[config.mk]
export PLATFORM = sky130hd
export DESIGN_NAME = msio_port
export DESIGN_NICKNAME = d
export VERILOG_FILES = /design/src/design/msio_pkg.sv /design/src/design/msio_port.sv
export SDC_FILE = /design/constraint.sdc
export NUM_CORES = 1
export LEC_CHECK = 0
export ABC_AREA = 1
export BUFFER_PORTS_ARGS = -buffer_cell sky130_fd_sc_hd__buf_2
export CAP_MARGIN = 10
export CELL_PAD_IN_SITES_DETAIL_PLACEMENT = 1
export CELL_PAD_IN_SITES_GLOBAL_PLACEMENT = 1
export CORE_ASPECT_RATIO = 2
export CORE_MARGIN = 4
export CORE_UTILIZATION = 41
export DETAILED_ROUTE_END_ITERATION = 16
export PLACE_DENSITY = 0.82
export SLEW_MARGIN = 20
export SYNTH_ARGS = -nofsm -noshare
export SYNTH_HDL_FRONTEND = slang
export SYNTH_SLANG_ARGS = --single-unit
[constraint.sdc]
create_clock -name ref_clk -period 2.7 [get_ports ref_clk]
set_clock_uncertainty 0.15 [all_clocks]
set_input_delay 0.54 -clock ref_clk [delete_from_list [all_inputs] [get_ports ref_clk]]
set_output_delay 0.54 -clock ref_clk [all_outputs]
set_load 0.03 [all_outputs]
[src/design/msio_pkg.sv]
// Package: register map, reset values and carrier types of the mixed-signal port
package msio_pkg;

  // ==========================================================================
  // Register indices on the byte register port
  localparam logic [2:0] OUT_VALUE_ADDR   = 3'h0;  // pin_output_value
  localparam logic [2:0] IN_STATUS_ADDR   = 3'h1;  // pin_input_status
  localparam logic [2:0] DIRECTION_ADDR   = 3'h2;  // pin_direction
  localparam logic [2:0] OPEN_DRAIN_ADDR  = 3'h3;  // pin_open_drain
  localparam logic [2:0] PULLUP_ADDR      = 3'h4;  // pin_pullup_connect
  localparam logic [2:0] ANALOG_MODE_ADDR = 3'h5;  // pair_analog_mode
  localparam logic [2:0] FUNC_ENABLE_ADDR = 3'h6;  // peripheral enables

  // ==========================================================================
  // Reset values
  localparam logic [7:0] PORT_RESET_VAL   = 8'h00;  // All configuration clears
  localparam logic [3:0] ANALOG_RESET_VAL = 4'h0;   // No pair in analog mode
  localparam logic [7:0] UNMAPPED_READ    = 8'h00;  // Answer to unmapped address

  // ==========================================================================
  // Bit positions in the peripheral-enable register
  localparam int PWM0_EN_BIT   = 0;  // pwm_channel0_out_enable
  localparam int PWM1_EN_BIT   = 1;  // pwm_channel1_out_enable
  localparam int XTAL_OUT_BIT  = 2;  // crystal_clock_out_flag
  localparam int CPU_OUT_BIT   = 3;  // cpu_clock_out_flag
  localparam int SYNC_EN_BIT   = 4;  // sync_serial_enable
  localparam int TX_EN_BIT     = 5;  // async_transmit_enable
  localparam int RX_EN_BIT     = 6;  // async_receive_enable

  // ==========================================================================
  // Fixed pin assignments of the peripheral functions
  localparam int PWM0_PIN = 0;
  localparam int PWM1_PIN = 1;
  localparam int CPU_PIN  = 2;
  localparam int XTAL_PIN = 3;
  localparam int SYNC0_PIN = 4;
  localparam int SYNC1_PIN = 5;
  localparam int TX_PIN   = 6;
  localparam int RX_PIN   = 7;

  // Signals coming from on-chip peripherals
  typedef struct packed {
    logic       pwm0;        // PWM channel 0 level
    logic       pwm1;        // PWM channel 1 level
    logic       xtalClk;     // Crystal clock level
    logic       cpuClk;      // Processor clock level
    logic       syncLine0;   // sync_line0_value
    logic       syncLine1;   // sync_line1_value
    logic       syncOut0;    // Line 0 is an output
    logic       syncOut1;    // Line 1 is an output
    logic       txData;      // Async transmit level
  } msio_periph_s;

  // Per-pin analog switch control
  typedef struct packed {
    logic [7:0] connect;     // Switch closed for pin
    logic [15:0] lineSel;    // Two bits per pin: line 0..3
  } msio_analog_s;

endpackage : msio_pkg

[src/design/msio_port.sv]
// Eight-pin mixed-signal port: registers, pin ownership and pad control
// Overview of operation
// - Analog bit moves pin pair to analog
// - Pull-up bit closes analog switch, else float
// - Odd pin line from output bits x,x-1
// - Even pin line from direction bits x+1,x
// - PWM channels replace output bits 0,1
// - Crystal clock drives pin 3 when flagged; code only replaces output bit 3, drive needs direction bit 3
// - Processor clock drives pin 2 when flagged; code only replaces output bit 2, drive needs direction bit 2
// - Sync serial makes pins 5,4 open-drain
// - Sync line outputs take their register bits; code takes level and direction from periph.syncLine0/1 and periph.syncOut0/1
// - Async serial owns pins 6 and 7
// - Direction one enables output, zero floats
// - Direction bits clear on reset
// - Input status reads pins directly, read-only
// - Input buffer active while pin outputs
// - Output bit drives only when direction set
// - Open-drain drives low or floats
// - Pull-up request bits, reset zero
// - Pull-up only for input or released open-drain
// - Input buffer off only in analog mode
// - Priority analog, then function, then digital
// - Four pair bits, upper bits read zero
//
// Local design decisions: the strobed register port and the address map.
`timescale 1ns/100ps
`default_nettype none

module msio_port
  import msio_pkg::*;
#(
  parameter int PINS = 8  // Port width
) (
  // Clock and reset
  input  wire logic             ref_clk,
  input  wire logic             nrst,
  // Register port
  input  wire logic [2:0]       regAddr,
  input  wire logic [7:0]       regWdata,
  input  wire logic             regWr,
  input  wire logic             regRd,
  output var  logic [7:0]       regRdata,
  // Peripheral signals
  input  wire msio_periph_s     periph,
  output var  logic             rxData,
  output var  logic [1:0]       syncLineIn,
  // Pads
  input  wire logic [PINS-1:0]  padIn,
  output var  logic [PINS-1:0]  padOut,
  output var  logic [PINS-1:0]  padOe,
  output var  logic [PINS-1:0]  pullupOn,
  output var  logic [PINS-1:0]  inBufEn,
  // Analog switch control
  output var  msio_analog_s     analogCtl
);

  // ==========================================================================
  // Configuration registers
  logic [7:0] outValue_reg;   // pin_output_value
  logic [7:0] direction_reg;  // pin_direction
  logic [7:0] openDrain_reg;  // pin_open_drain
  logic [7:0] pullup_reg;     // pin_pullup_connect
  logic [3:0] anaMode_reg;    // pair_analog_mode
  logic [6:0] funcEn_reg;     // Peripheral enables

  // Combinational pad intent
  logic [7:0] padOut_next;    // Output level
  logic [7:0] padOe_next;     // Output enable
  logic [7:0] pullup_next;    // Effective pull-up
  logic [7:0] inBuf_next;     // Input buffer enable
  logic [7:0] anaPin;         // Pin in analog mode
  msio_analog_s analog_next;  // Switch settings

  // Expand pair bits to pins
  function automatic logic [7:0] pair_expand(input logic [3:0] pairs);
    logic [7:0] res;
    res = 8'h00;
    for (int i = 0; i < 4; i++) begin
      res[2*i]   = pairs[i];
      res[2*i+1] = pairs[i];
    end
    return res;
  endfunction : pair_expand

  // ==========================================================================
  // Register writes, visible the cycle after the strobe
  always_ff @(posedge ref_clk) begin
    if (!nrst) begin
      direction_reg <= PORT_RESET_VAL;
      outValue_reg  <= PORT_RESET_VAL;
      openDrain_reg <= PORT_RESET_VAL;
      pullup_reg    <= PORT_RESET_VAL;
      anaMode_reg   <= ANALOG_RESET_VAL;
      funcEn_reg    <= 7'h00;
    end else if (regWr) begin
      // Decode the write address
      case (regAddr)
        OUT_VALUE_ADDR:   outValue_reg  <= regWdata;
        DIRECTION_ADDR:   direction_reg <= regWdata;
        OPEN_DRAIN_ADDR:  openDrain_reg <= regWdata;
        PULLUP_ADDR:      pullup_reg    <= regWdata;
        ANALOG_MODE_ADDR: anaMode_reg   <= regWdata[3:0];
        FUNC_ENABLE_ADDR: funcEn_reg    <= regWdata[6:0];
        default: ;  // Input status and unmapped ignore writes
      endcase
    end
  end

  // ==========================================================================
  // Read data, one cycle after the strobe
  always_ff @(posedge ref_clk) begin
    if (!nrst) begin
      regRdata <= 8'h00;
    end else if (regRd) begin
      case (regAddr)
        OUT_VALUE_ADDR:   regRdata <= outValue_reg;
        IN_STATUS_ADDR:   regRdata <= padIn;
        DIRECTION_ADDR:   regRdata <= direction_reg;
        OPEN_DRAIN_ADDR:  regRdata <= openDrain_reg;
        PULLUP_ADDR:      regRdata <= pullup_reg;
        ANALOG_MODE_ADDR: regRdata <= {4'h0, anaMode_reg};
        FUNC_ENABLE_ADDR: regRdata <= {1'b0, funcEn_reg};
        default:          regRdata <= UNMAPPED_READ;
      endcase
    end else begin
      regRdata <= 8'h00;
    end
  end

  // ==========================================================================
  // Pin ownership: analog over function over digital
  always_comb begin
    logic [7:0] od;   // Effective open-drain
    logic [7:0] dir;  // Effective direction
    logic [7:0] val;  // Effective output value
    od  = openDrain_reg;
    dir = direction_reg;
    val = outValue_reg;
    // PWM replaces value only; direction stays software's
    if (funcEn_reg[PWM0_EN_BIT]) val[PWM0_PIN] = periph.pwm0;
    if (funcEn_reg[PWM1_EN_BIT]) val[PWM1_PIN] = periph.pwm1;
    // Clock outputs replace value bits
    if (funcEn_reg[XTAL_OUT_BIT]) val[XTAL_PIN] = periph.xtalClk;
    if (funcEn_reg[CPU_OUT_BIT])  val[CPU_PIN]  = periph.cpuClk;
    // Sync serial forces open-drain lines
    if (funcEn_reg[SYNC_EN_BIT]) begin
      od[SYNC0_PIN]  = 1'b1;
      od[SYNC1_PIN]  = 1'b1;
      dir[SYNC0_PIN] = periph.syncOut0;
      dir[SYNC1_PIN] = periph.syncOut1;
      val[SYNC0_PIN] = periph.syncLine0;
      val[SYNC1_PIN] = periph.syncLine1;
    end
    // Async transmit and receive
    if (funcEn_reg[TX_EN_BIT]) begin
      dir[TX_PIN] = 1'b1;
      val[TX_PIN] = periph.txData;
      od[TX_PIN]  = 1'b0;
    end
    if (funcEn_reg[RX_EN_BIT]) begin
      dir[RX_PIN] = 1'b0;
      val[RX_PIN] = 1'b0;
    end
    // Analog pairs take the pins away from all else
    anaPin = pair_expand(anaMode_reg);
    for (int i = 0; i < 8; i++) begin
      // Drive only with direction set; open-drain drives low only
      padOe_next[i]  = !anaPin[i] && dir[i] && !(od[i] && val[i]);
      padOut_next[i] = padOe_next[i] && val[i];
      // Pull-up for input or released open-drain
      pullup_next[i] = !anaPin[i] && pullup_reg[i] && (!dir[i] || (od[i] && val[i]));
      // Input buffer on except in analog mode
      inBuf_next[i]  = !anaPin[i];
      // Analog switch and line select
      analog_next.connect[i] = anaPin[i] && pullup_reg[i];
      if (i % 2 == 1) begin
        analog_next.lineSel[2*i +: 2] = outValue_reg[i -: 2];
      end else begin
        analog_next.lineSel[2*i +: 2] = direction_reg[i +: 2];
      end
    end
  end

  // ==========================================================================
  // Registered pad and peripheral outputs
  always_ff @(posedge ref_clk) begin
    if (!nrst) begin
      padOut     <= '0;
      padOe      <= '0;
      pullupOn   <= '0;
      inBufEn    <= '1;
      analogCtl  <= '0;
      rxData     <= 1'b1;
      syncLineIn <= 2'b11;
    end else begin
      padOut     <= padOut_next;
      padOe      <= padOe_next;
      pullupOn   <= pullup_next;
      inBufEn    <= inBuf_next;
      analogCtl  <= analog_next;
      // Receive line idles high when not owned
      rxData     <= (funcEn_reg[RX_EN_BIT] && !anaPin[RX_PIN]) ? padIn[RX_PIN] : 1'b1;
      syncLineIn <= {padIn[SYNC1_PIN], padIn[SYNC0_PIN]};
    end
  end
endmodule : msio_port

`default_nettype wire

==> impl_metrics.tcl, run 1 <==
set metrics [dict create \
    yosys-top-cells-area "dfxtp_1 54%, inv_1 5.9%, a21oi_1 5.8%, nand2_1 5.8%, o21ai_0 4.8%" \
    die_area_mm2 0.01133 \
    clk_latency_ps 350 \
    leakagePower_nw 2.238 \
    ios 99 \
    synth_warnings 0 \
    p_sw_share_pct 23.11 \
    holdPathEnd "syncLineIn[1]$_SDFF_PN1_" \
    synth_top_area_cell "dfxtp_1" \
    rsz0062_at_grt "no" \
    drtIter0Drc 213 \
    crit_buf_inv 2 \
    grt_pass1_vias 3880 \
    io_buffers 98 \
    syn_inst 496 \
    cp_max_fo 33 \
    r2r-end "pullupOn[4]$_SDFF_PN0_" \
    async_flop_share_pct 0 \
    fp.dieW_um 77.30 \
    pwr-share-seq_pct 47.7 \
    cp.required_ps 2770 \
    grt_pass1_wl_mm 19.75 \
    power_frac_comb_pct 7.4 \
    hold_buffers 0 \
    antenna_found_initial 0 \
    drc 0 \
    n_fill_cell 1188 \
    areaGrowthSynthToFinish_pct 22.34 \
    maxCapViolCount 0 \
    rr_startpoint "funcEn_reg[4]$_SDFFE_PN0P_" \
    dpl.hpwl_mm 8.830 \
    synth_edf_count 0 \
    slowest_delay_ps 480 \
    drv_slew 0 \
    hp-start "padIn[5]" \
    area.sequential_mm2 0.002122 \
    crit_chain "buf_2 > inv_2 > nand3_2 > o21ai_0 > a21oi_1" \
    reg2reg_depth 6 \
    final_area_mm2 0.004817 \
    yosysUniqueCellTypes 21 \
    pwr-share-clk_pct 44.9 \
    clk_path_buf_depth 2 \
    finalSetupViolCount 0 \
    cts.repair.resized 0 \
    fin_nets 615 \
    dr.pass1.iters 4 \
    wirelength_mm 12.16 \
    initial_core_util_pct 41.96 \
    largest_register_ffs 24 \
    synth_top_cell_area_share_pct 53.89 \
    worstSetupPathType "in2reg" \
    antenna_cells 0 \
    grt_max_degree 61 \
    cts_root_buf "clkbuf_16" \
    regMostFlops "analogCtl" \
    endpoint_kind "flop" \
    cts_tree "yes" \
    cts_buffers 9 \
    path_delay_family "buffers and inverters" \
    track_usage_pct 22.13 \
    whs_path_depth 2 \
    post_cts_buffers 0 \
    syn_area_mm2 0.003938 \
    p_int_mw 2.627 \
    critPathSlowestCell "inv_2" \
    rrSetupSlack_ps 1270 \
    tns_ps 0 \
    ys.flop_type "dfxtp_1" \
    power_switching_mw 0.7894 \
    die_y_um 146.6 \
    drive_above_1_share_pct 22.79 \
    routed_via_density 5.355 \
    place_congestion 0.8532 \
    startpoint_type "input pin" \
    avgSynthCellArea_um2 7.939 \
    cts_sinks 106 \
    period_needed_ps 1961 \
    htreeDepth 3 \
    multiInputGateArea_mm2 0.001416 \
    rows 50 \
    placed_area_mm2 0.004463 \
    post_drt_wl_per_cell_um 17.58 \
    seq_area_frac_synth_pct 53.89 \
    clk_pin_slew_worst_paths_ps 70 \
    period_share_pct 72.62 \
    hold_class "in2reg" \
    fmax_ghz 0.5100 \
    arrival_ps 2030 \
    hold_viol 0 \
    powerDensity_mw_per_mm2 709.1 \
    detail-route-antenna-nets 0 \
    slew_headroom_pct 56.80 \
    outcome "completed" \
    coreArea_mm2 0.009384 \
    worstMarginPinSlew_ps 647.3 \
    ir_worst_vdd_mv 0.3079 \
    yosys_register_bits 106 \
    vias 3706 \
    overflow 0 \
    synth_nets 528 \
]
synthesized netlist by cell type (2+ instances only):
| cell type | instances |
|---|---|
| nor2_2 | 2 |
| a211oi_1 | 4 |
| or2_2 | 2 |
| o21ai_0 | 38 |
| buf_4 | 6 |
| inv_2 | 5 |
| dfxtp_1 | 106 |
| o21ai_1 | 12 |
| inv_1 | 62 |
| clkbuf_1 | 9 |
| nor3_1 | 12 |
| nor2_1 | 47 |
| nand3_1 | 35 |
| nand2_1 | 61 |
| nand3_2 | 4 |
| a21oi_1 | 46 |
| nand4_1 | 29 |
| buf_2 | 13 |
per-layer routing:
layer	GRT usage (%)	vias to the layer above	wire, um	part of all wire (%)
li1	-	1807	-	-
met1	23.31	1775	4349	36
met2	42.03	105	6936	57
met3	4.877	19	570	4.7
met4	7.754	0	305	2.5
met5	0	-	0	0
layout make-up:
type,count,share of cell area (%)
inverter,67,5.221
timing repair buffer,105,11.27
sequential,106,44.05
clock inverter,4,2.026
clock buffer,12,5.325
multi-input combinational,294,29.40
tap,104,2.701
worst max path at each step:
| stage | slack (ps) | end | from | depth (start not counted) |
|---|---|---|---|---|
| after global placement | 460 | funcEn_reg[4]$_SDFFE_PN0P_ | regAddr[1] | 7 |
| after CTS | 730 | pullup_reg[7]$_SDFFE_PN0P_ | regAddr[1] | 5 |
| final | 740 | outValue_reg[2]$_SDFFE_PN0P_ | regAddr[2] | 5 |
| after global routing | 560 | pullup_reg[0]$_SDFFE_PN0P_ | regAddr[1] | 5 |
| after floorplan | 1100 | outValue_reg[5]$_SDFFE_PN0P_ | regAddr[1] | 6 |
| after detailed placement | 370 | pullup_reg[7]$_SDFFE_PN0P_ | regAddr[1] | 5 |
cell usage in the layout (no fill, tap or decap):
master / Yosys / layout
a211oi_1: 4 / 4
a21oi_1: 46 / 46
buf_2: 13 / 98
buf_4: 6 / 7
bufinv_16: 0 / 3
clkbuf_1: 9 / 1
clkbuf_16: 0 / 9
clkbuf_8: 0 / 2
clkinvlp_4: 0 / 1
dfxtp_1: 106 / 106
inv_1: 62 / 62
inv_2: 5 / 5
nand2_1: 61 / 61
nand3_1: 35 / 35
nand3_2: 4 / 4
nand4_1: 29 / 29
nor2_1: 47 / 47
nor2_2: 2 / 2
nor2_4: 1 / 1
nor3_1: 12 / 12
o211ai_1: 1 / 1
o21ai_0: 38 / 38
o21ai_1: 12 / 12
or2_2: 2 / 2
through the flow:
step	utilization (%)	total power, mW	hold slack (ps)	std cells	worst slack (ps)
6_report	51.33	3.416	253.5	692	739.2
2_1_floorplan	-	1.815	246.7	496	1098
5_1_grt	51.33	3.522	259.6	692	563.6
3_5_place_dp	47.56	1.916	284.1	676	367.9
4_1_cts	51.33	3.429	250.4	692	734.7
3_3_place_gp	47.56	1.907	282.4	676	455.8
logic make-up after synthesis:
group                  after synthesis  synth area share, %
AO/OA/AOI/OAI                      101                13.16
buffers and inverters               96                10.14
flip-flops                         106                53.89
AND/OR/NAND/NOR                    193                22.82
power groups by stage:
stage / Clock, mW / Combinational, mW / Sequential (mW)
floorplan: 0 / 0.128 / 1.69
detailed placement: 0 / 0.252 / 1.66
CTS: 1.55 / 0.254 / 1.63
finish: 1.53 / 0.252 / 1.63
global route: 1.61 / 0.277 / 1.63
global placement: 0 / 0.244 / 1.66
(Power assumes the default switching activity.)
==> run 2: changes to the inputs <==
CORE_UTILIZATION = 34   (was 41)
PLACE_DENSITY = 0.73   (was 0.82)
clock period = 1.78 ns   (was 2.7 ns; I/O delays follow)
==> run 2 against run 1 <==
Effect of this change: count of clock-buffer cells in the layout unchanged; critical path type unchanged; register-to-register slack got worse by 860 ps; total power rose by 43%; non-clock buffer count grew 8.
==> impl_metrics.tcl, run 2 (synthesis results as in run 1) <==
set metrics [dict create \
    coreArea_mm2 0.01135 \
    rrSetupSlack_ps 410 \
    clk_path_buf_depth 2 \
    finalSetupViolCount 0 \
    outcome "completed" \
    post_cts_buffers 0 \
    cp_max_fo 15 \
    hold_buffers 0 \
    arrival_ps 1580 \
    cp.required_ps 1880 \
    powerDensity_mw_per_mm2 998.3 \
    maxCapViolCount 0 \
    cts_sinks 106 \
    largest_register_ffs 24 \
    cpMostUsedCell "nor2_1" \
    fin_nets 623 \
    cts_tree "yes" \
    detail-route-antenna-nets 0 \
    layout_common_cells "106 x dfxtp_1, 98 x buf_2, 62 x inv_1, 61 x nand2_1, 47 x nor2_1" \
    areaGrowthSynthToFinish_pct 23.96 \
    period_needed_ps 1480 \
    slowest_delay_ps 230 \
    die_y_um 160.2 \
    die_area_mm2 0.01347 \
    crit_chain "buf_2 > inv_2 > buf_4 > nand3_1 > nor2_1 > nor2_1 > a21oi_1" \
    io_buffers 98 \
    vias 3697 \
    r2r-end "pullupOn[2]$_SDFF_PN0_" \
    track_usage_pct 18.81 \
    place_congestion 0.8335 \
    grt_max_degree 61 \
    regMostFlops "analogCtl" \
    rows 55 \
    drv_slew 0 \
    reg2reg_depth 4 \
    hold_class "in2reg" \
    clk_pin_slew_worst_paths_ps 70 \
    stdcell_count 738 \
    rsz0062_at_grt "no" \
    overflow 0 \
    holdPathEnd "syncLineIn[0]$_SDFF_PN1_" \
    htreeDepth 3 \
    drtIter0Drc 197 \
    critPathSlowestCell "a21oi_1" \
    wirelength_mm 12.53 \
    antenna_found_initial 0 \
    initial_core_util_pct 34.68 \
    ir_worst_vdd_mv 0.4844 \
    cts_root_buf "clkbuf_16" \
    rr_startpoint "outValue_reg[2]$_SDFFE_PN0P_" \
    dpl.hpwl_mm 9.240 \
    worstMarginPinSlew_ps 473.5 \
    drive_above_1_share_pct 23.66 \
    dr.pass1.iters 4 \
    post_drt_wl_per_cell_um 16.98 \
    antenna_cells 0 \
    whs_path_depth 2 \
    leakagePower_nw 2.256 \
    period_share_pct 83.16 \
    routed_via_density 5.009 \
    placed_cells 722 \
    cts_buffers 9 \
    endpoint_kind "flop" \
    grt_pass1_vias 3985 \
    worstSetupPathType "in2reg" \
    fp.dieW_um 84.10 \
    clk_latency_ps 350 \
    fmax_ghz 0.6755 \
    drc 0 \
    cts.repair.resized 0 \
    startpoint_type "input pin" \
    final_common_cell "dfxtp_1" \
    hold_viol 0 \
    fin_util_pct 42.99 \
    grt_pass1_wl_mm 20.00 \
    hp-start "padIn[4]" \
    ios 99 \
    slew_headroom_pct 68.10 \
]
run 2: cell types whose count changed in the layout (fill, tap and decap cells not counted):
| cell | previous run | this run |
|---|---|---|
| clkinv_4 | 0 | 1 |
| clkbuf_8 | 2 | 1 |
| buf_4 | 7 | 14 |
| clkinv_2 | 0 | 1 |
| bufinv_16 | 3 | 1 |
| buf_12 | 0 | 1 |
| clkbuf_1 | 1 | 2 |
run 2: per-stage QoR:
step | setup TNS, ps | power (mW) | hold slack (ps) | area (um2) | setup WS (ps)
floorplan | 0 | 2.753 | 246.7 | 3938 | 361.6
global placement | -31.28 | 2.919 | 287.0 | 4583 | -31.28
detailed placement | -34.91 | 2.930 | 289.6 | 4583 | -27.47
CTS | 0 | 4.936 | 67.24 | 4881 | 329.1
global route | 0 | 5.073 | 64.77 | 4881 | 244.6
finish | 0 | 4.873 | 72.92 | 4881 | 299.7
run 2: cell type report:
| cell class | instances | area [um2] |
|---|---|---|
| repair buffers | 113 | 615.6 |
| clock inverters | 4 | 51.30 |
| clock buffers | 12 | 246.5 |
| inverters | 67 | 251.5 |
| flip-flops and latches | 106 | 2122 |
| fillers | 1441 | 6474 |
| well taps | 142 | 177.7 |
| multi-input cells | 294 | 1416 |
run 2: metal layers:
layer	share of wire, %	routed length (um)	track usage, %
met2	54	6725	34.17
met3	4.0	499	4.285
met5	0	0	0
met4	3.7	459	9.004
met1	39	4843	20.03
run 2: worst max path at each step:
| stage | start | to | slack (ps) | depth (start not counted) |
|---|---|---|---|---|
| 2_1_floorplan | regAddr[1] | outValue_reg[5]$_SDFFE_PN0P_ | 360 | 6 |
| 3_3_place_gp | regAddr[2] | regRdata[1]$_SDFF_PN0_ | -30 | 7 |
| 3_5_place_dp | regAddr[2] | regRdata[1]$_SDFF_PN0_ | -30 | 7 |
| 4_1_cts | regAddr[2] | regRdata[1]$_SDFF_PN0_ | 330 | 7 |
| 5_1_grt | regAddr[2] | regRdata[1]$_SDFF_PN0_ | 240 | 7 |
| 6_report | regAddr[2] | regRdata[1]$_SDFF_PN0_ | 300 | 7 |
run 2: worst max-delay path, delay by kind of cell:
kind	cells	cell delay [ps]
AOI/OAI and AO/OA	1	230
and+or+nand+nor	3	450
buffers and inverters	3	550
run 2: power by group:
part	internal (mW)	switching, mW	total (mW)
registers	2.43	0.0410	2.47
clock network	1.13	0.865	2.00
logic	0.119	0.289	0.408
total	3.68	1.19	4.87
